==> src/include/pwrseq_pkg.sv <==
// Package of shared constants and types for the power sequencer ends.
package pwrseq_pkg;

    // -------------------------------------------------------------
    // Clock and timing
    // -------------------------------------------------------------
    localparam int CLK_MHZ = 100;
    localparam int FAIL_REPEAT_MS = 1000;
    localparam int FAIL_TIMEOUT_S = 50;
    localparam int FAIL_REPEAT_CYC = FAIL_REPEAT_MS * 1000 * CLK_MHZ;
    localparam int FAIL_TIMEOUT_REPEATS = FAIL_TIMEOUT_S * 1000 / FAIL_REPEAT_MS;

    // -------------------------------------------------------------
    // Memory map selected on power-up
    // -------------------------------------------------------------
    localparam logic [15:0] START_ADDR = 16'h0000;
    localparam logic [15:0] ROM_LAST = 16'h7fff;
    localparam logic [15:0] RAM_FIRST = 16'h8000;
    localparam logic BANK_SYSTEM = 1'b1;
    localparam logic BANK_OTHER = 1'b0;

    // -------------------------------------------------------------
    // Start sources, interrupt causes and mode flag values
    // -------------------------------------------------------------
    typedef enum logic [1:0] {
        SRC_POWER_SW = 2'h0,
        SRC_WAKE = 2'h1,
        SRC_MAIN_RESET = 2'h2,
        SRC_CTRL_RESET = 2'h3
    } pwrseq_src_t;

    typedef enum logic [1:0] {
        IRQ_NONE = 2'h0,
        IRQ_SW_ON = 2'h1,
        IRQ_SW_OFF = 2'h2,
        IRQ_PWR_FAIL = 2'h3
    } pwrseq_cause_t;

    localparam logic MODE_RESTART = 1'b0;
    localparam logic MODE_CONTINUE = 1'b1;

endpackage

==> src/include/pwrseq_if.sv <==
// Link between the power controller and the host processor.
`timescale 1ns/100ps
interface pwrseq_if;
    import pwrseq_pkg::*;

    logic host_power;
    logic bank_sel;
    logic host_start;
    logic [15:0] start_addr;
    pwrseq_src_t start_src;
    logic irq;
    pwrseq_cause_t irq_cause;
    logic irq_ack;
    logic shutdown_cmd;

    modport ctrl (
        output host_power, bank_sel, host_start, start_addr, start_src, irq, irq_cause,
        input irq_ack, shutdown_cmd
    );
    modport host (
        input host_power, bank_sel, host_start, start_addr, start_src, irq, irq_cause,
        output irq_ack, shutdown_cmd
    );
endinterface

==> src/rtl/pwrseq_ctrl.sv <==
// Power controller end: sequences host supply, start and power events.
// Notes on behaviour
// - Power switch on or wake powers up.
// - Supply, then system bank, then start zero.
// - Either reset switch also starts at zero.
// - Report which of four sources started.
// - Interrupt host on each power switch change while on.
// - Low battery raises power-fail interrupt.
// - Host sends shut-down command to power off.
// - Host stops peripherals before shut-down command.
// - Host warm boots or resumes by mode.
// - Host keeps restart/continue mode flag.
// - Host handles alarm and wake starts.
// - Main reset: reset processing, cold boot.
// - Controller reset: reset processing, initialize and cold boot together.
// - Off-state wake active keeps the mode flag unchanged.
// - Menu shutdown always uses restart mode; with off-state wake active the code keeps the flag unchanged.
// - Display shutdown restores state first.
// - Repeat power-fail interrupt every second.
// - No shut-down in time: force off, reset path.
`timescale 1ns/100ps
module pwrseq_ctrl
    import pwrseq_pkg::*;
#(
    parameter int REPEAT_CYC = FAIL_REPEAT_CYC,
    parameter int TIMEOUT_REPEATS = FAIL_TIMEOUT_REPEATS
) (
    // Clock and reset.
    input wire logic clk,
    input wire logic rst_b,
    // Switches and sensors.
    input wire logic power_sw,
    input wire logic wake_evt,
    input wire logic main_reset_sw,
    input wire logic ctrl_reset_sw,
    input wire logic batt_low,
    // Host link.
    pwrseq_if.ctrl lnk,
    // Status.
    output logic forced_off
);

    // -------------------------------------------------------------
    // Sequencer states
    // -------------------------------------------------------------
    typedef enum logic [2:0] {
        ST_OFF = 3'h0,
        ST_SUPPLY = 3'h1,
        ST_BANK = 3'h2,
        ST_START = 3'h3,
        ST_ON = 3'h4
    } pwrseq_st_t;

    pwrseq_st_t st_ff, nxt_st;
    logic pwr_ff, nxt_pwr;
    logic bank_ff, nxt_bank;
    logic start_ff, nxt_start;
    pwrseq_src_t src_ff, nxt_src;
    logic irq_ff, nxt_irq;
    pwrseq_cause_t cause_ff, nxt_cause;
    logic sw_ff, nxt_sw;
    logic fail_ff, nxt_fail;
    logic [31:0] tick_ff, nxt_tick;
    logic [31:0] rep_ff, nxt_rep;
    logic forced_ff, nxt_forced;

    // -------------------------------------------------------------
    // Next-state logic
    // -------------------------------------------------------------
    always_comb begin
        nxt_st = st_ff;
        nxt_pwr = pwr_ff;
        nxt_bank = bank_ff;
        nxt_start = 1'b0;
        nxt_src = src_ff;
        nxt_irq = irq_ff;
        nxt_cause = cause_ff;
        nxt_sw = power_sw;
        nxt_fail = fail_ff;
        nxt_tick = tick_ff;
        nxt_rep = rep_ff;
        nxt_forced = forced_ff;
        if (lnk.irq_ack) begin
            nxt_irq = 1'b0;
            nxt_cause = IRQ_NONE;
        end
        unique case (st_ff)
            ST_OFF: begin
                if (ctrl_reset_sw) begin
                    nxt_src = SRC_CTRL_RESET;
                    nxt_st = ST_SUPPLY;
                end else if (main_reset_sw) begin
                    nxt_src = SRC_MAIN_RESET;
                    nxt_st = ST_SUPPLY;
                end else if (power_sw && !sw_ff) begin
                    nxt_src = forced_ff ? SRC_CTRL_RESET : SRC_POWER_SW;
                    nxt_st = ST_SUPPLY;
                end else if (wake_evt) begin
                    nxt_src = forced_ff ? SRC_CTRL_RESET : SRC_WAKE;
                    nxt_st = ST_SUPPLY;
                end
            end
            ST_SUPPLY: begin
                nxt_pwr = 1'b1;
                nxt_forced = 1'b0;
                nxt_st = ST_BANK;
            end
            ST_BANK: begin
                nxt_bank = BANK_SYSTEM;
                nxt_st = ST_START;
            end
            ST_START: begin
                nxt_start = 1'b1;
                nxt_fail = 1'b0;
                nxt_st = ST_ON;
            end
            ST_ON: begin
                if (ctrl_reset_sw || main_reset_sw) begin
                    nxt_src = ctrl_reset_sw ? SRC_CTRL_RESET : SRC_MAIN_RESET;
                    nxt_st = ST_BANK;
                end else if (lnk.shutdown_cmd) begin
                    nxt_pwr = 1'b0;
                    nxt_bank = BANK_OTHER;
                    nxt_irq = 1'b0;
                    nxt_cause = IRQ_NONE;
                    nxt_st = ST_OFF;
                end else if (fail_ff && rep_ff >= 32'(TIMEOUT_REPEATS)) begin
                    nxt_pwr = 1'b0;
                    nxt_bank = BANK_OTHER;
                    nxt_forced = 1'b1;
                    nxt_irq = 1'b0;
                    nxt_cause = IRQ_NONE;
                    nxt_st = ST_OFF;
                end else if (power_sw != sw_ff) begin
                    nxt_irq = 1'b1;
                    nxt_cause = power_sw ? IRQ_SW_ON : IRQ_SW_OFF;
                end else if (batt_low && !fail_ff) begin
                    nxt_fail = 1'b1;
                    nxt_irq = 1'b1;
                    nxt_cause = IRQ_PWR_FAIL;
                    nxt_tick = 32'h0000_0000;
                    nxt_rep = 32'h0000_0000;
                end else if (fail_ff) begin
                    if (tick_ff >= 32'(REPEAT_CYC - 1)) begin
                        nxt_tick = 32'h0000_0000;
                        nxt_rep = rep_ff + 32'h0000_0001;
                        if (batt_low) begin
                            nxt_irq = 1'b1;
                            nxt_cause = IRQ_PWR_FAIL;
                        end
                    end else begin
                        nxt_tick = tick_ff + 32'h0000_0001;
                    end
                end
            end
            default: nxt_st = ST_OFF;
        endcase
        // A shut-down command while off changes nothing.
    end

    // -------------------------------------------------------------
    // Registers
    // -------------------------------------------------------------
    always_ff @(posedge clk or negedge rst_b) begin
        if (!rst_b) begin
            st_ff <= ST_OFF;
            pwr_ff <= 1'b0;
            bank_ff <= BANK_OTHER;
            start_ff <= 1'b0;
            src_ff <= SRC_POWER_SW;
            irq_ff <= 1'b0;
            cause_ff <= IRQ_NONE;
            sw_ff <= 1'b0;
            fail_ff <= 1'b0;
            tick_ff <= 32'h0000_0000;
            rep_ff <= 32'h0000_0000;
            forced_ff <= 1'b0;
        end else begin
            st_ff <= nxt_st;
            pwr_ff <= nxt_pwr;
            bank_ff <= nxt_bank;
            start_ff <= nxt_start;
            src_ff <= nxt_src;
            irq_ff <= nxt_irq;
            cause_ff <= nxt_cause;
            sw_ff <= nxt_sw;
            fail_ff <= nxt_fail;
            tick_ff <= nxt_tick;
            rep_ff <= nxt_rep;
            forced_ff <= nxt_forced;
        end
    end

    assign lnk.host_power = pwr_ff;
    assign lnk.bank_sel = bank_ff;
    assign lnk.host_start = start_ff;
    assign lnk.start_addr = START_ADDR;
    assign lnk.start_src = src_ff;
    assign lnk.irq = irq_ff;
    assign lnk.irq_cause = cause_ff;
    assign forced_off = forced_ff;

endmodule

==> src/flat_wrapper.sv <==
// flat-port wrapper written by rule: the top's interface ports become plain ports
module pwrseq_ctrl_flat import pwrseq_pkg::*;
#(
    parameter int REPEAT_CYC = FAIL_REPEAT_CYC,
    parameter int TIMEOUT_REPEATS = FAIL_TIMEOUT_REPEATS
)
  (clk, rst_b, power_sw, wake_evt, main_reset_sw, ctrl_reset_sw, batt_low, forced_off, lnk_host_power, lnk_bank_sel, lnk_host_start, lnk_start_addr, lnk_start_src, lnk_irq, lnk_irq_cause, lnk_irq_ack, lnk_shutdown_cmd);
  pwrseq_if lnk_i ();
  input wire logic clk;
  input wire logic rst_b;
  input wire logic power_sw;
  input wire logic wake_evt;
  input wire logic main_reset_sw;
  input wire logic ctrl_reset_sw;
  input wire logic batt_low;
  output logic forced_off;
  output wire logic [$bits(lnk_i.host_power)-1:0] lnk_host_power;
  output wire logic [$bits(lnk_i.bank_sel)-1:0] lnk_bank_sel;
  output wire logic [$bits(lnk_i.host_start)-1:0] lnk_host_start;
  output wire logic [$bits(lnk_i.start_addr)-1:0] lnk_start_addr;
  output wire logic [$bits(lnk_i.start_src)-1:0] lnk_start_src;
  output wire logic [$bits(lnk_i.irq)-1:0] lnk_irq;
  output wire logic [$bits(lnk_i.irq_cause)-1:0] lnk_irq_cause;
  input wire logic [$bits(lnk_i.irq_ack)-1:0] lnk_irq_ack;
  input wire logic [$bits(lnk_i.shutdown_cmd)-1:0] lnk_shutdown_cmd;
  assign lnk_host_power = lnk_i.host_power;
  assign lnk_bank_sel = lnk_i.bank_sel;
  assign lnk_host_start = lnk_i.host_start;
  assign lnk_start_addr = lnk_i.start_addr;
  assign lnk_start_src = lnk_i.start_src;
  assign lnk_irq = lnk_i.irq;
  assign lnk_irq_cause = lnk_i.irq_cause;
  assign lnk_i.irq_ack = lnk_irq_ack;
  assign lnk_i.shutdown_cmd = lnk_shutdown_cmd;
  pwrseq_ctrl #(.REPEAT_CYC(REPEAT_CYC), .TIMEOUT_REPEATS(TIMEOUT_REPEATS)) u_core (.clk(clk), .rst_b(rst_b), .power_sw(power_sw), .wake_evt(wake_evt), .main_reset_sw(main_reset_sw), .ctrl_reset_sw(ctrl_reset_sw), .batt_low(batt_low), .lnk(lnk_i), .forced_off(forced_off));
endmodule
==> config.mk <==
export PLATFORM = sky130hd
export DESIGN_NAME = pwrseq_ctrl_flat
export DESIGN_NICKNAME = d
export VERILOG_FILES = /design/src/include/pwrseq_pkg.sv /design/src/include/pwrseq_if.sv /design/src/rtl/pwrseq_ctrl.sv /design/src/flat_wrapper.sv
export SDC_FILE = /design/constraint.sdc
export NUM_CORES = 1
export LEC_CHECK = 0
export ABC_CLOCK_PERIOD_IN_PS = 3500
export BUFFER_PORTS_ARGS = -buffer_cell sky130_fd_sc_hd__buf_2
export CORE_ASPECT_RATIO = 1.5
export CORE_MARGIN = 2
export CORE_UTILIZATION = 30
export DETAILED_ROUTE_END_ITERATION = 16
export PLACE_DENSITY = 0.44
export SYNTH_ARGS = -nofsm -noshare
export SYNTH_HDL_FRONTEND = slang
export SYNTH_SLANG_ARGS = --single-unit
==> constraint.sdc <==
create_clock -name clk -period 3.5 [get_ports clk]
set_input_delay 0.175 -clock clk [delete_from_list [all_inputs] [get_ports clk]]
set_output_delay 0.175 -clock clk [all_outputs]
set_load 0.005 [all_outputs]
==> run_results.csv, run 1 <==
group,metric,value,unit
pwr,p_per_area,517,nW/um^2
pwr,comb_power_share,13.5,%
timing,skew,0.00515,ns
global_routing,grt_first_pass_wirelength,15600,um
critical_path,path_class,"primary input to flop",
drt,dr_total_vias,3104,
floorplanning,start_util,30.6,%
clocking,clkTransAtPathRegs,0.07,ns
floorplanning,std_cell_rows,51,
cells_and_area,num_antenna_cells,0,
clocking,ctsResizeCount,0,
flow_run,drv_cap,0,
clocking,cts-root-buf,"clkbuf_16",
clocking,cts.sinks,78,
critical_path,cp-end-kind,"flop",
timing,setup_slack,0.552,ns
placement,place_area,4160,um^2
placement,dp_cells,585,
global_routing,grt_pass1_vias,3134,
global_routing,gr-total-overflow,0,
timing,slew_viol_final,0,
critical_path,startpoint_type,"primary input",
cells_and_area,nets,451,
cells_and_area,fin_cells,602,
placement,place_ws,0.705,ns
clocking,cts_buffers,9,
critical_path,cpPeakStageDelay,0.53,ns
timing,rsz0062_at_grt,"no",
timing,finalCritPeriodShare,84.2,%
clocking,worstSkewPairLatency,0.34,ns
critical_path,ff2ff_setup_slack,0.71,ns
floorplanning,fp.dieW,97.6,um
timing,max_slew.worst_pin.slew,1.03,ns
floorplanning,dieArea,14100,um^2
drt,drt-pass1-iter-count,4,
synthesis,synthCells,418,
pwr,swShare,30.0,%
pwr,p_leak,0.00207,uW
synthesis,synthFlopType,"dfrtp_1",
outcome,violations,"negative hold slack",
critical_path,cp.required,3.77,ns
timing,finalHoldViolCount,6,
synthesis,synth_edf_count,0,
clocking,htreeDepth,3,
outcome,outcome,"finished with violations",
global_routing,antenna_found_initial,0,
critical_path,critical_path.max_fanout,28,
synthesis,syn_area,3950,um^2
synthesis,ys_types,52,
clocking,clk_path_buf_depth,2,
timing,finalSetupTns,0,ns
clocking,cts_tree,"yes",
drt,routed_wl,9360,um
synthesis,avgSynthCellArea,9.44,um^2
pwr,p_int,1610,uW
critical_path,slowest_stage,"dlygate4sd3_1",
timing,whs,-0.00723,ns
pwr,clkPwrFrac,39.4,%
cells_and_area,stdcell_area,4460,um^2
global_routing,grtUsageTotal,13.9,%
critical_path,path_cells,"dlygate4sd3_1 -> buf_2 -> ha_1 -> inv_1 -> or4_1 -> or4_4 -> and2_4 -> or4_1 -> a21boi_1",
placement,place_congestion,0.813,
placement,dpl.hpwl,6470,um
drt,drtAntennaViolNets,0,
synthesis,async_flop_share,100,%
drt,vias_per_cell,5.16,
synthesis,ys_ff_latch,78,
cells_and_area,drive_gt1_share,11.3,%
drt,drc,0,
drt,routedWlPerCell,15.5,um
pwr,seqPwrFrac,47.1,%
worst_hold_path,hp-class,"primary input to asynchronous set/reset pin",
synthesis,synth_seq_area_share,49.5,%
timing,fin_crit,2.95,ns
floorplanning,ios,34,
synthesis,yosys_warnings,0,
cells_and_area,areaGrowthSynthToFinish,13.0,%
pwr,switchingPower,691,uW
placement,io_buffers,17,
pwr,max-vdd-ir-drop,0.384,mV
critical_path,crit_top_cell,"or4_1",
global_routing,grt_max_degree,79,
timing,setup_viol,0,
floorplanning,die-height,144,um
floorplanning,coreArea,12900,um^2
critical_path,arrival,3.21,ns
drt,drt-initial-drc-count,149,
critical_path,r2r_cells,8,
timing,timing.fmax,339,MHz
timing,slew_headroom,31.6,%
==> area by class of cell <==
class                   count  area [um^2]
well taps                 159          199
fillers                  1324         8430
repair buffers             27          165
inverters                  16         60.1
clock buffers               9          225
flip-flops and latches     78         1950
clock inverters             7         62.6
multi-input cells         306         1790
==> path summary, 6_finish.rpt <==
path	startpoint	end
setup / recovery	power_sw	u_core.rep_ff[4]$_DFFE_PN0P_
hold / removal	rst_b	u_core.tick_ff[9]$_DFFE_PN0P_
setup reg to reg	u_core.sw_ff$_DFF_PN0_	u_core.rep_ff[4]$_DFFE_PN0P_
hold reg to reg	u_core.rep_ff[28]$_DFFE_PN0P_	u_core.rep_ff[28]$_DFFE_PN0P_
max in group asynchronous	rst_b	u_core.rep_ff[2]$_DFFE_PN0P_
min in group clk	wake_evt	u_core.st_ff[0]$_DFFE_PN0P_
==> Yosys cell counts, types with 3 or more instances <==
cell	number	share of area, %
mux2i_1	6	1.5
inv_1	16	1.5
nor2_1	28	2.7
or4_1	6	1.1
clkbuf_1	14	1.3
nor3b_1	5	0.95
ha_1	4	1.3
o31ai_1	5	0.95
a21oi_1	27	3.4
and2_1	26	4.1
nand2_1	25	2.4
o21a_1	4	0.76
a21o_1	10	1.9
nor4_1	14	2.2
a21boi_0	3	0.57
dfrtp_1	78	49
nand3_1	30	3.8
and3_1	5	0.79
a31oi_1	4	0.63
or3_1	5	0.79
nand4_1	14	2.2
nor2b_1	7	1.1
o22ai_1	3	0.48
o21ai_0	17	2.2
buf_4	16	3.0
nor3_1	12	1.5
==> worst max-delay path: cells and delay by family <==
family | cells | cell delay (ns)
AND/OR/NAND/NOR | 4 | 1.71
buffers and inverters | 3 | 0.79
adder cells (fa/ha/maj) | 1 | 0.40
AO/OA/AOI/OAI | 1 | 0.14
==> through the flow <==
stage	utilization (%)	hold WS [ns]	power (uW)
2_1_floorplan	-	-0.121	1300
3_3_place_gp	32.3	0.343	1410
3_5_place_dp	32.3	0.342	1410
4_1_cts	34.6	0.0534	2340
5_1_grt	34.6	0.0918	2430
6_report	34.6	-0.00723	2300
==> registers in the layout (all words and copies together), names as in the netlist <==
signal                 cells
u_core.fail_ff             1
u_core.sw_ff               1
u_core.lnk.host_power      1
u_core.forced_off          1
u_core.st_ff               3
u_core.lnk.bank_sel        1
u_core.tick_ff            32
u_core.lnk.start_src       2
u_core.lnk.irq_cause       2
u_core.lnk.host_start      1
u_core.lnk.irq             1
u_core.rep_ff             32
==> repair_timing <==
item	CTS	global route
hold buffers	1	0
hold endpoints to repair	1	0
setup buffers	0	0
==> cell families (layout without fill, tap and decap cells) <==
group	count (synthesis)	after routing	synth area share, %
DFF	78	78	49.5
and+or+nand+nor	189	189	26.2
adders and majority gates	4	4	1.27
other	1	16	0.0951
buffers and inverters	49	59	6.60
AOI/OAI and AO/OA	90	90	14.6
muxes	7	7	1.81
==> layer usage <==
metal / vias to the layer above / part of all wire (%) / GRT usage, % / wire, um
met5: - / 0 / 0 / 0
met4: 0 / 2.2 / 7.02 / 203
met3: 14 / 3.1 / 2.71 / 289
met2: 54 / 50 / 23.3 / 4670
met1: 1517 / 45 / 17.1 / 4190
li1: 1519 / - / - / -
==> cells in the final DEF, fill, tap and decap left out, types with 3 or more instances in the layout <==
cell type | Yosys | routed
and3_1 | 5 | 5
inv_1 | 16 | 16
o21a_1 | 4 | 4
buf_2 | 1 | 16
a21oi_1 | 27 | 27
o31ai_1 | 5 | 5
o22ai_1 | 3 | 3
nor2_1 | 28 | 28
or4_1 | 6 | 6
clkbuf_16 | 0 | 9
nor2b_1 | 7 | 7
inv_6 | 0 | 4
nand2_1 | 25 | 25
conb_1 | 1 | 16
dfrtp_1 | 78 | 78
o21ai_0 | 17 | 17
a21o_1 | 10 | 10
nor4_1 | 14 | 14
nor3_1 | 12 | 11
and2_1 | 26 | 26
ha_1 | 4 | 4
or3_1 | 5 | 5
nand3_1 | 30 | 30
buf_4 | 16 | 10
a31oi_1 | 4 | 4
mux2i_1 | 6 | 6
a21boi_0 | 3 | 3
nand4_1 | 14 | 14
nor3b_1 | 5 | 5
==> power by group through the flow <==
stage / Combinational (uW) / Clock, uW / Sequential (uW)
floorplan: 231 / 0 / 1070
global placement: 313 / 0 / 1100
detailed placement: 310 / 0 / 1100
CTS: 313 / 939 / 1080
global route: 354 / 976 / 1100
finish: 311 / 907 / 1090
No activity file was read; power rests on OpenSTA's default activity.
==> run 2, diff against run 1 <==
Settings changed: ABC_CLOCK_PERIOD_IN_PS 3500 to 2800.
Clock period 3.5 ns to 2.8 ns, I/O delays scaled along.
==> run 2 against run 1 <==
  * The flow now finishes without violations
  * Critical path depth did not move
  * Sequential share of layout area fell by 1.2 points
  * Final cell count rose by 2.8%
  * Largest power group unchanged
  * Sequential power rose by 24%
  * Critical endpoint unchanged
  * Setup slack got worse by 0.40 ns
  * Clock power rose by 23%
  * Utilization rose by 1.0 points
  * Highest routed layer unchanged
  * Clock-buffer cell count did not move
  * Register-to-register slack got worse by 0.56 ns
  * First-iteration DRC count rose by 4.7%
  * Clock skew rose by 0.00078 ns
==> run_results.csv, run 2 (same netlist as run 1, synthesis figures left out) <==
group,metric,value,unit
outcome,outcome,"finished, final reports clean",
timing,setup_viol,0,
timing,finalHoldViolCount,0,
drt,dr_total_vias,3176,
worst_hold_path,hp-class,"primary input to flop",
timing,setup_slack,0.147,ns
cells_and_area,num_antenna_cells,0,
timing,timing.fmax,377,MHz
clocking,clk_path_buf_depth,2,
placement,place_congestion,0.788,
global_routing,met3_usage,2.61,%
drt,vias_per_cell,5.13,
timing,finalCritPeriodShare,94.8,%
clocking,cts-root-buf,"clkbuf_16",
timing,finalSetupTns,0,ns
drt,drt-pass1-iter-count,4,
placement,dpl.hpwl,6660,um
floorplanning,fp.dieW,97.6,um
critical_path,r2r_cells,6,
floorplanning,die-height,144,um
timing,skew,0.00593,ns
cells_and_area,final_common_cell,"dfrtp_1",
clocking,postCtsSetupRepairBufs,0,
clocking,cts_tree,"yes",
global_routing,grt_util_met2,25.2,%
timing,max_slew.worst_pin.slew,0.719,ns
placement,io_buffers,17,
critical_path,reg2reg_from,"u_core.st_ff[2]$_DFFE_PN0P_",
global_routing,grt_most_used_layer,"met2",
critical_path,cp.required,3.07,ns
critical_path,ff2ff_setup_slack,0.15,ns
pwr,p_total,2880,uW
critical_path,reg2reg_to,"u_core.rep_ff[4]$_DFFE_PN0P_",
cells_and_area,layout_common_cells,"dfrtp_1, nand3_1, nor2_1, a21oi_1",
cells_and_area,drive_gt1_share,14.6,%
timing,fin_crit,2.65,ns
timing,slew_headroom,52.1,%
drt,routed_wl,9380,um
clocking,clkTransAtPathRegs,0.06,ns
critical_path,cp-end-kind,"flop",
global_routing,grt_first_pass_wirelength,15900,um
floorplanning,dieArea,14100,um^2
global_routing,grt_max_degree,55,
floorplanning,ios,34,
global_routing,grtUsageTotal,14.2,%
pwr,max-vdd-ir-drop,0.369,mV
critical_path,startpoint_type,"primary input",
global_routing,antenna_found_initial,0,
worst_hold_path,min_to,"u_core.st_ff[0]$_DFFE_PN0P_",
clocking,worstSkewPairLatency,0.34,ns
worst_hold_path,whs_path_depth,2,
drt,drt-initial-drc-count,156,
floorplanning,std_cell_rows,51,
clocking,htreeDepth,3,
critical_path,critical_path.max_fanout,9,
pwr,p_leak,0.00215,uW
timing,slew_viol_final,0,
drt,drtAntennaViolNets,0,
global_routing,grt_pass1_vias,3138,
floorplanning,coreArea,12900,um^2
floorplanning,start_util,30.6,%
timing,rsz0062_at_grt,"no",
global_routing,gr-total-overflow,0,
worst_hold_path,hp-start,"wake_evt",
clocking,cts.sinks,78,
global_routing,grt_use_met1,16.8,%
cells_and_area,areaGrowthSynthToFinish,16.3,%
flow_run,drv_cap,0,
critical_path,path_class,"primary input to flop",
drt,routedWlPerCell,15.1,um
drt,drc,0,
cells_and_area,largestRegisters,"u_core.rep_ff x32, u_core.tick_ff x32, u_core.st_ff x3",
pwr,p_per_area,628,nW/um^2
cells_and_area,nets,468,
clocking,cts_buffers,9,
placement,place_ws,0.164,ns
critical_path,arrival,2.92,ns
-- run 2: cell types whose count changed in the layout (fill, tap and decap cells not counted) --
cell,change
buf_4,+16
inv_6,-2
clkinv_2,+1
clkinvlp_4,+1
dlygate4sd3_1,+1
nand3_1,-1
nand3_2,+1
-- run 2: routing by layer --
metal | vias up | share of wire (%)
li1 | 1547 | -
met2 | 43 | 52
met3 | 11 | 2.3
met4 | 0 | 1.8
met5 | - | 0
met1 | 1575 | 44
-- run 2: per-stage QoR --
step | instance area [um^2] | hold slack (ns) | std cells | util, %
after floorplan | 4000 | -0.156 | 433 | -
final | 4590 | 0.0477 | 619 | 35.6
after CTS | 4580 | 0.0409 | 619 | 35.6
after global placement | 4280 | 0.253 | 601 | 33.2
after detailed placement | 4280 | 0.256 | 601 | 33.2
after global routing | 4590 | 0.0384 | 619 | 35.6
-- run 2: layout make-up --
| class | instances | area, um^2 |
|---|---|---|
| clock buffers | 9 | 225 |
| multi-input cells | 306 | 1800 |
| flip-flops and latches | 78 | 1950 |
| well taps | 159 | 199 |
| repair buffers | 44 | 295 |
| clock inverters | 7 | 57.6 |
| inverters | 16 | 60.1 |
| fillers | 1339 | 8300 |
-- run 2: worst max path at each step --
stage / start / to / cells after the start
floorplan: u_core.st_ff[1]$_DFFE_PN0P_ / u_core.rep_ff[3]$_DFFE_PN0P_ / 8
global placement: u_core.st_ff[0]$_DFFE_PN0P_ / u_core.rep_ff[3]$_DFFE_PN0P_ / 7
detailed placement: u_core.st_ff[0]$_DFFE_PN0P_ / u_core.rep_ff[4]$_DFFE_PN0P_ / 6
CTS: power_sw / u_core.rep_ff[4]$_DFFE_PN0P_ / 9
global route: power_sw / u_core.tick_ff[12]$_DFFE_PN0P_ / 11
finish: power_sw / u_core.rep_ff[4]$_DFFE_PN0P_ / 9
-- run 2: what timing repair did --
action | 4_1_cts | 5_1_grt
hold buffers | 2 | 0
setup endpoints to repair | 0 | 6
gates resized for setup | 0 | 1
hold endpoints to repair | 53 | 0
-- run 2: where the power goes --
part / total (uW) / switching (uW) / internal (uW)
Clock: 1120 / 508 / 613
Sequential: 1350 / 114 / 1230
Combinational: 414 / 236 / 178
Total: 2880 / 858 / 2030
-- run 2: critical path, stage by stage --
cell and delay, ns:
dlygate4sd3_1 0.53, buf_2 0.15, ha_1 0.29, inv_1 0.06, or4_1 0.50, or4_4 0.45
and2_4 0.19, or4_1 0.47, a21boi_1 0.14
==> run 3, diff against run 2 <==
Settings changed: CTS_CLUSTER_DIAMETER set to 40, RECOVER_POWER set to 50.
==> run 3 against run 2 <==
  * Non-clock buffer count unchanged
  * Global-route usage unchanged
  * Register-to-register slack about the same
  * Critical path type unchanged
==> run_results.csv, run 3 (same netlist as run 1, synthesis figures left out) <==
group,metric,value,unit
pwr,seqPwrFrac,46.8,%
placement,dp_cells,601,
drt,routedWlPerCell,15.1,um
cells_and_area,final_common_cell,"dfrtp_1",
floorplanning,coreArea,12900,um^2
floorplanning,fp.dieW,97.6,um
cells_and_area,fill_cells,1345,
critical_path,slowest_stage,"dlygate4sd3_1",
clocking,cts-root-buf,"clkbuf_16",
timing,rsz0062_at_grt,"no",
critical_path,r2r_cells,6,
critical_path,ff2ff_setup_slack,0.16,ns
flow_run,drv_cap,0,
placement,io_buffers,17,
cells_and_area,nets,468,
placement,place_area,4280,um^2
critical_path,path_cells,"dlygate4sd3_1 -> buf_2 -> ha_1 -> inv_1 -> or4_1 -> or4_4 -> and2_4 -> or4_1 -> a21boi_1",
global_routing,gr-total-overflow,0,
global_routing,grtUsageTotal,14.2,%
cells_and_area,multi_input_comb_area,1800,um^2
drt,drt-pass1-iter-count,4,
critical_path,reg2reg_to,"u_core.rep_ff[4]$_DFFE_PN0P_",
outcome,outcome,"finished, final reports clean",
cells_and_area,drive_gt1_share,13.5,%
cells_and_area,layout_common_cells,"dfrtp_1, nand3_1, nor2_1, a21oi_1",
critical_path,crit_top_cell,"or4_1",
clocking,clk_path_buf_depth,2,
drt,drtAntennaViolNets,0,
cells_and_area,largestRegisters,"u_core.rep_ff x32, u_core.tick_ff x32, u_core.st_ff x3",
pwr,switchingPower,857,uW
clocking,cts_tree,"yes",
pwr,p_leak,0.00213,uW
timing,setup_viol,0,
cells_and_area,seqCellArea,1950,um^2
timing,finalCritPeriodShare,94.8,%
critical_path,reg2reg_from,"u_core.st_ff[2]$_DFFE_PN0P_",
timing,max_slew.worst_pin.slew,1.40,ns
drt,vias_per_cell,5.11,
critical_path,cp-end-kind,"flop",
drt,routed_wl,9360,um
pwr,max-vdd-ir-drop,0.368,mV
floorplanning,dieArea,14100,um^2
clocking,cts_buffers,9,
timing,finalHoldViolCount,0,
drt,dr_total_vias,3166,
critical_path,path_class,"primary input to flop",
cells_and_area,areaGrowthSynthToFinish,16.0,%
worst_hold_path,min_to,"u_core.st_ff[0]$_DFFE_PN0P_",
worst_hold_path,hp-class,"primary input to flop",
global_routing,grt_first_pass_wirelength,15900,um
pwr,p_int,2020,uW
worst_hold_path,hp-start,"wake_evt",
clocking,clkTransAtPathRegs,0.06,ns
placement,dpl.hpwl,6660,um
global_routing,grt_max_degree,55,
critical_path,startpoint_type,"primary input",
drt,drc,0,
placement,place_congestion,0.788,
floorplanning,std_cell_rows,51,
timing,timing.fmax,377,MHz
pwr,comb_power_share,14.3,%
clocking,cts.sinks,78,
timing,skew,0.00591,ns
critical_path,cp.required,3.07,ns
critical_path,cpPeakStageDelay,0.53,ns
drt,drt-initial-drc-count,150,
clocking,htreeDepth,3,
pwr,swShare,29.8,%
clocking,worstSkewPairLatency,0.34,ns
cells_and_area,stdcell_area,4570,um^2
global_routing,grt_pass1_vias,3138,
critical_path,arrival,2.92,ns
global_routing,antenna_found_initial,0,
cells_and_area,fin_cells,619,
timing,slew_viol_final,0,
cells_and_area,num_antenna_cells,0,
worst_hold_path,whs_path_depth,2,
timing,fin_crit,2.65,ns
floorplanning,die-height,144,um
critical_path,critical_path.max_fanout,9,
pwr,p_per_area,629,nW/um^2
pwr,clkPwrFrac,38.9,%
timing,slew_headroom,6.73,%
floorplanning,start_util,30.6,%
floorplanning,ios,34,
clocking,postCtsSetupRepairBufs,0,
timing,finalSetupTns,0,ns
## run 3: changes by cell type in the layout (fill, tap and decap cells not counted)
cell,previous run,this run
clkbuf_1,0,5
buf_2,16,13
and2_0,0,1
and2_1,26,25
buf_4,26,23
clkbuf_2,0,1
## run 3: power by group through the flow
stage	sequential (uW)	clock, uW	combinational (uW)
finish	1350	1120	410
global route	1370	1200	468
CTS	1350	1160	423
detailed placement	1370	0	418
global placement	1360	0	419
floorplan	1340	0	289
## run 3: how the worst max path moves through the flow
stage | endpoint | startpoint
final | u_core.rep_ff[4]$_DFFE_PN0P_ | power_sw
after CTS | u_core.rep_ff[4]$_DFFE_PN0P_ | power_sw
after detailed placement | u_core.rep_ff[4]$_DFFE_PN0P_ | u_core.st_ff[0]$_DFFE_PN0P_
after global placement | u_core.rep_ff[3]$_DFFE_PN0P_ | u_core.st_ff[0]$_DFFE_PN0P_
after global routing | u_core.tick_ff[12]$_DFFE_PN0P_ | power_sw
after floorplan | u_core.rep_ff[3]$_DFFE_PN0P_ | u_core.st_ff[1]$_DFFE_PN0P_
## run 3: repair_timing
| action | in CTS | in global routing |
|---|---|---|
| endpoints found under the setup margin | 0 | 6 |
| resized for setup | 0 | 1 |
| hold endpoints to repair | 53 | 0 |
| hold buffers | 2 | 0 |
## run 3: final cells by class
| type | instances | area share, % |
|---|---|---|
| Tap cell | 159 | 4.35 |
| Sequential cell | 78 | 42.7 |
| Inverter | 16 | 1.31 |
| Clock inverter | 7 | 1.26 |
| Clock buffer | 9 | 4.92 |
| Multi-Input combinational cell | 306 | 39.3 |
| Timing Repair Buffer | 44 | 6.15 |
## run 3: stage by stage
step / hold WS (ns) / power (uW) / worst slack (ns) / util (%)
after floorplan: -0.156 / 1630 / 0.102 / -
after global placement: 0.253 / 1780 / 0.182 / 33.2
after detailed placement: 0.256 / 1780 / 0.164 / 33.2
after CTS: 0.0409 / 2930 / 0.139 / 35.6
after global routing: 0.0384 / 3040 / 0.0190 / 35.5
final: 0.0476 / 2880 / 0.147 / 35.5
## run 3: per-layer routing
metal | GRT usage (%) | vias up | wire length, um
met4 | 5.85 | 0 | 171
met2 | 25.2 | 45 | 4860
met1 | 16.8 | 1563 | 4090
met5 | 0 | - | 0
li1 | - | 1547 | -
met3 | 2.61 | 11 | 238
## run 3: worst max-delay path: cells and delay by family
family | cells | cell delay (ns)
simple gates | 4 | 1.61
compound gates | 1 | 0.14
fa+ha+maj | 1 | 0.29
buf+inv | 3 | 0.74
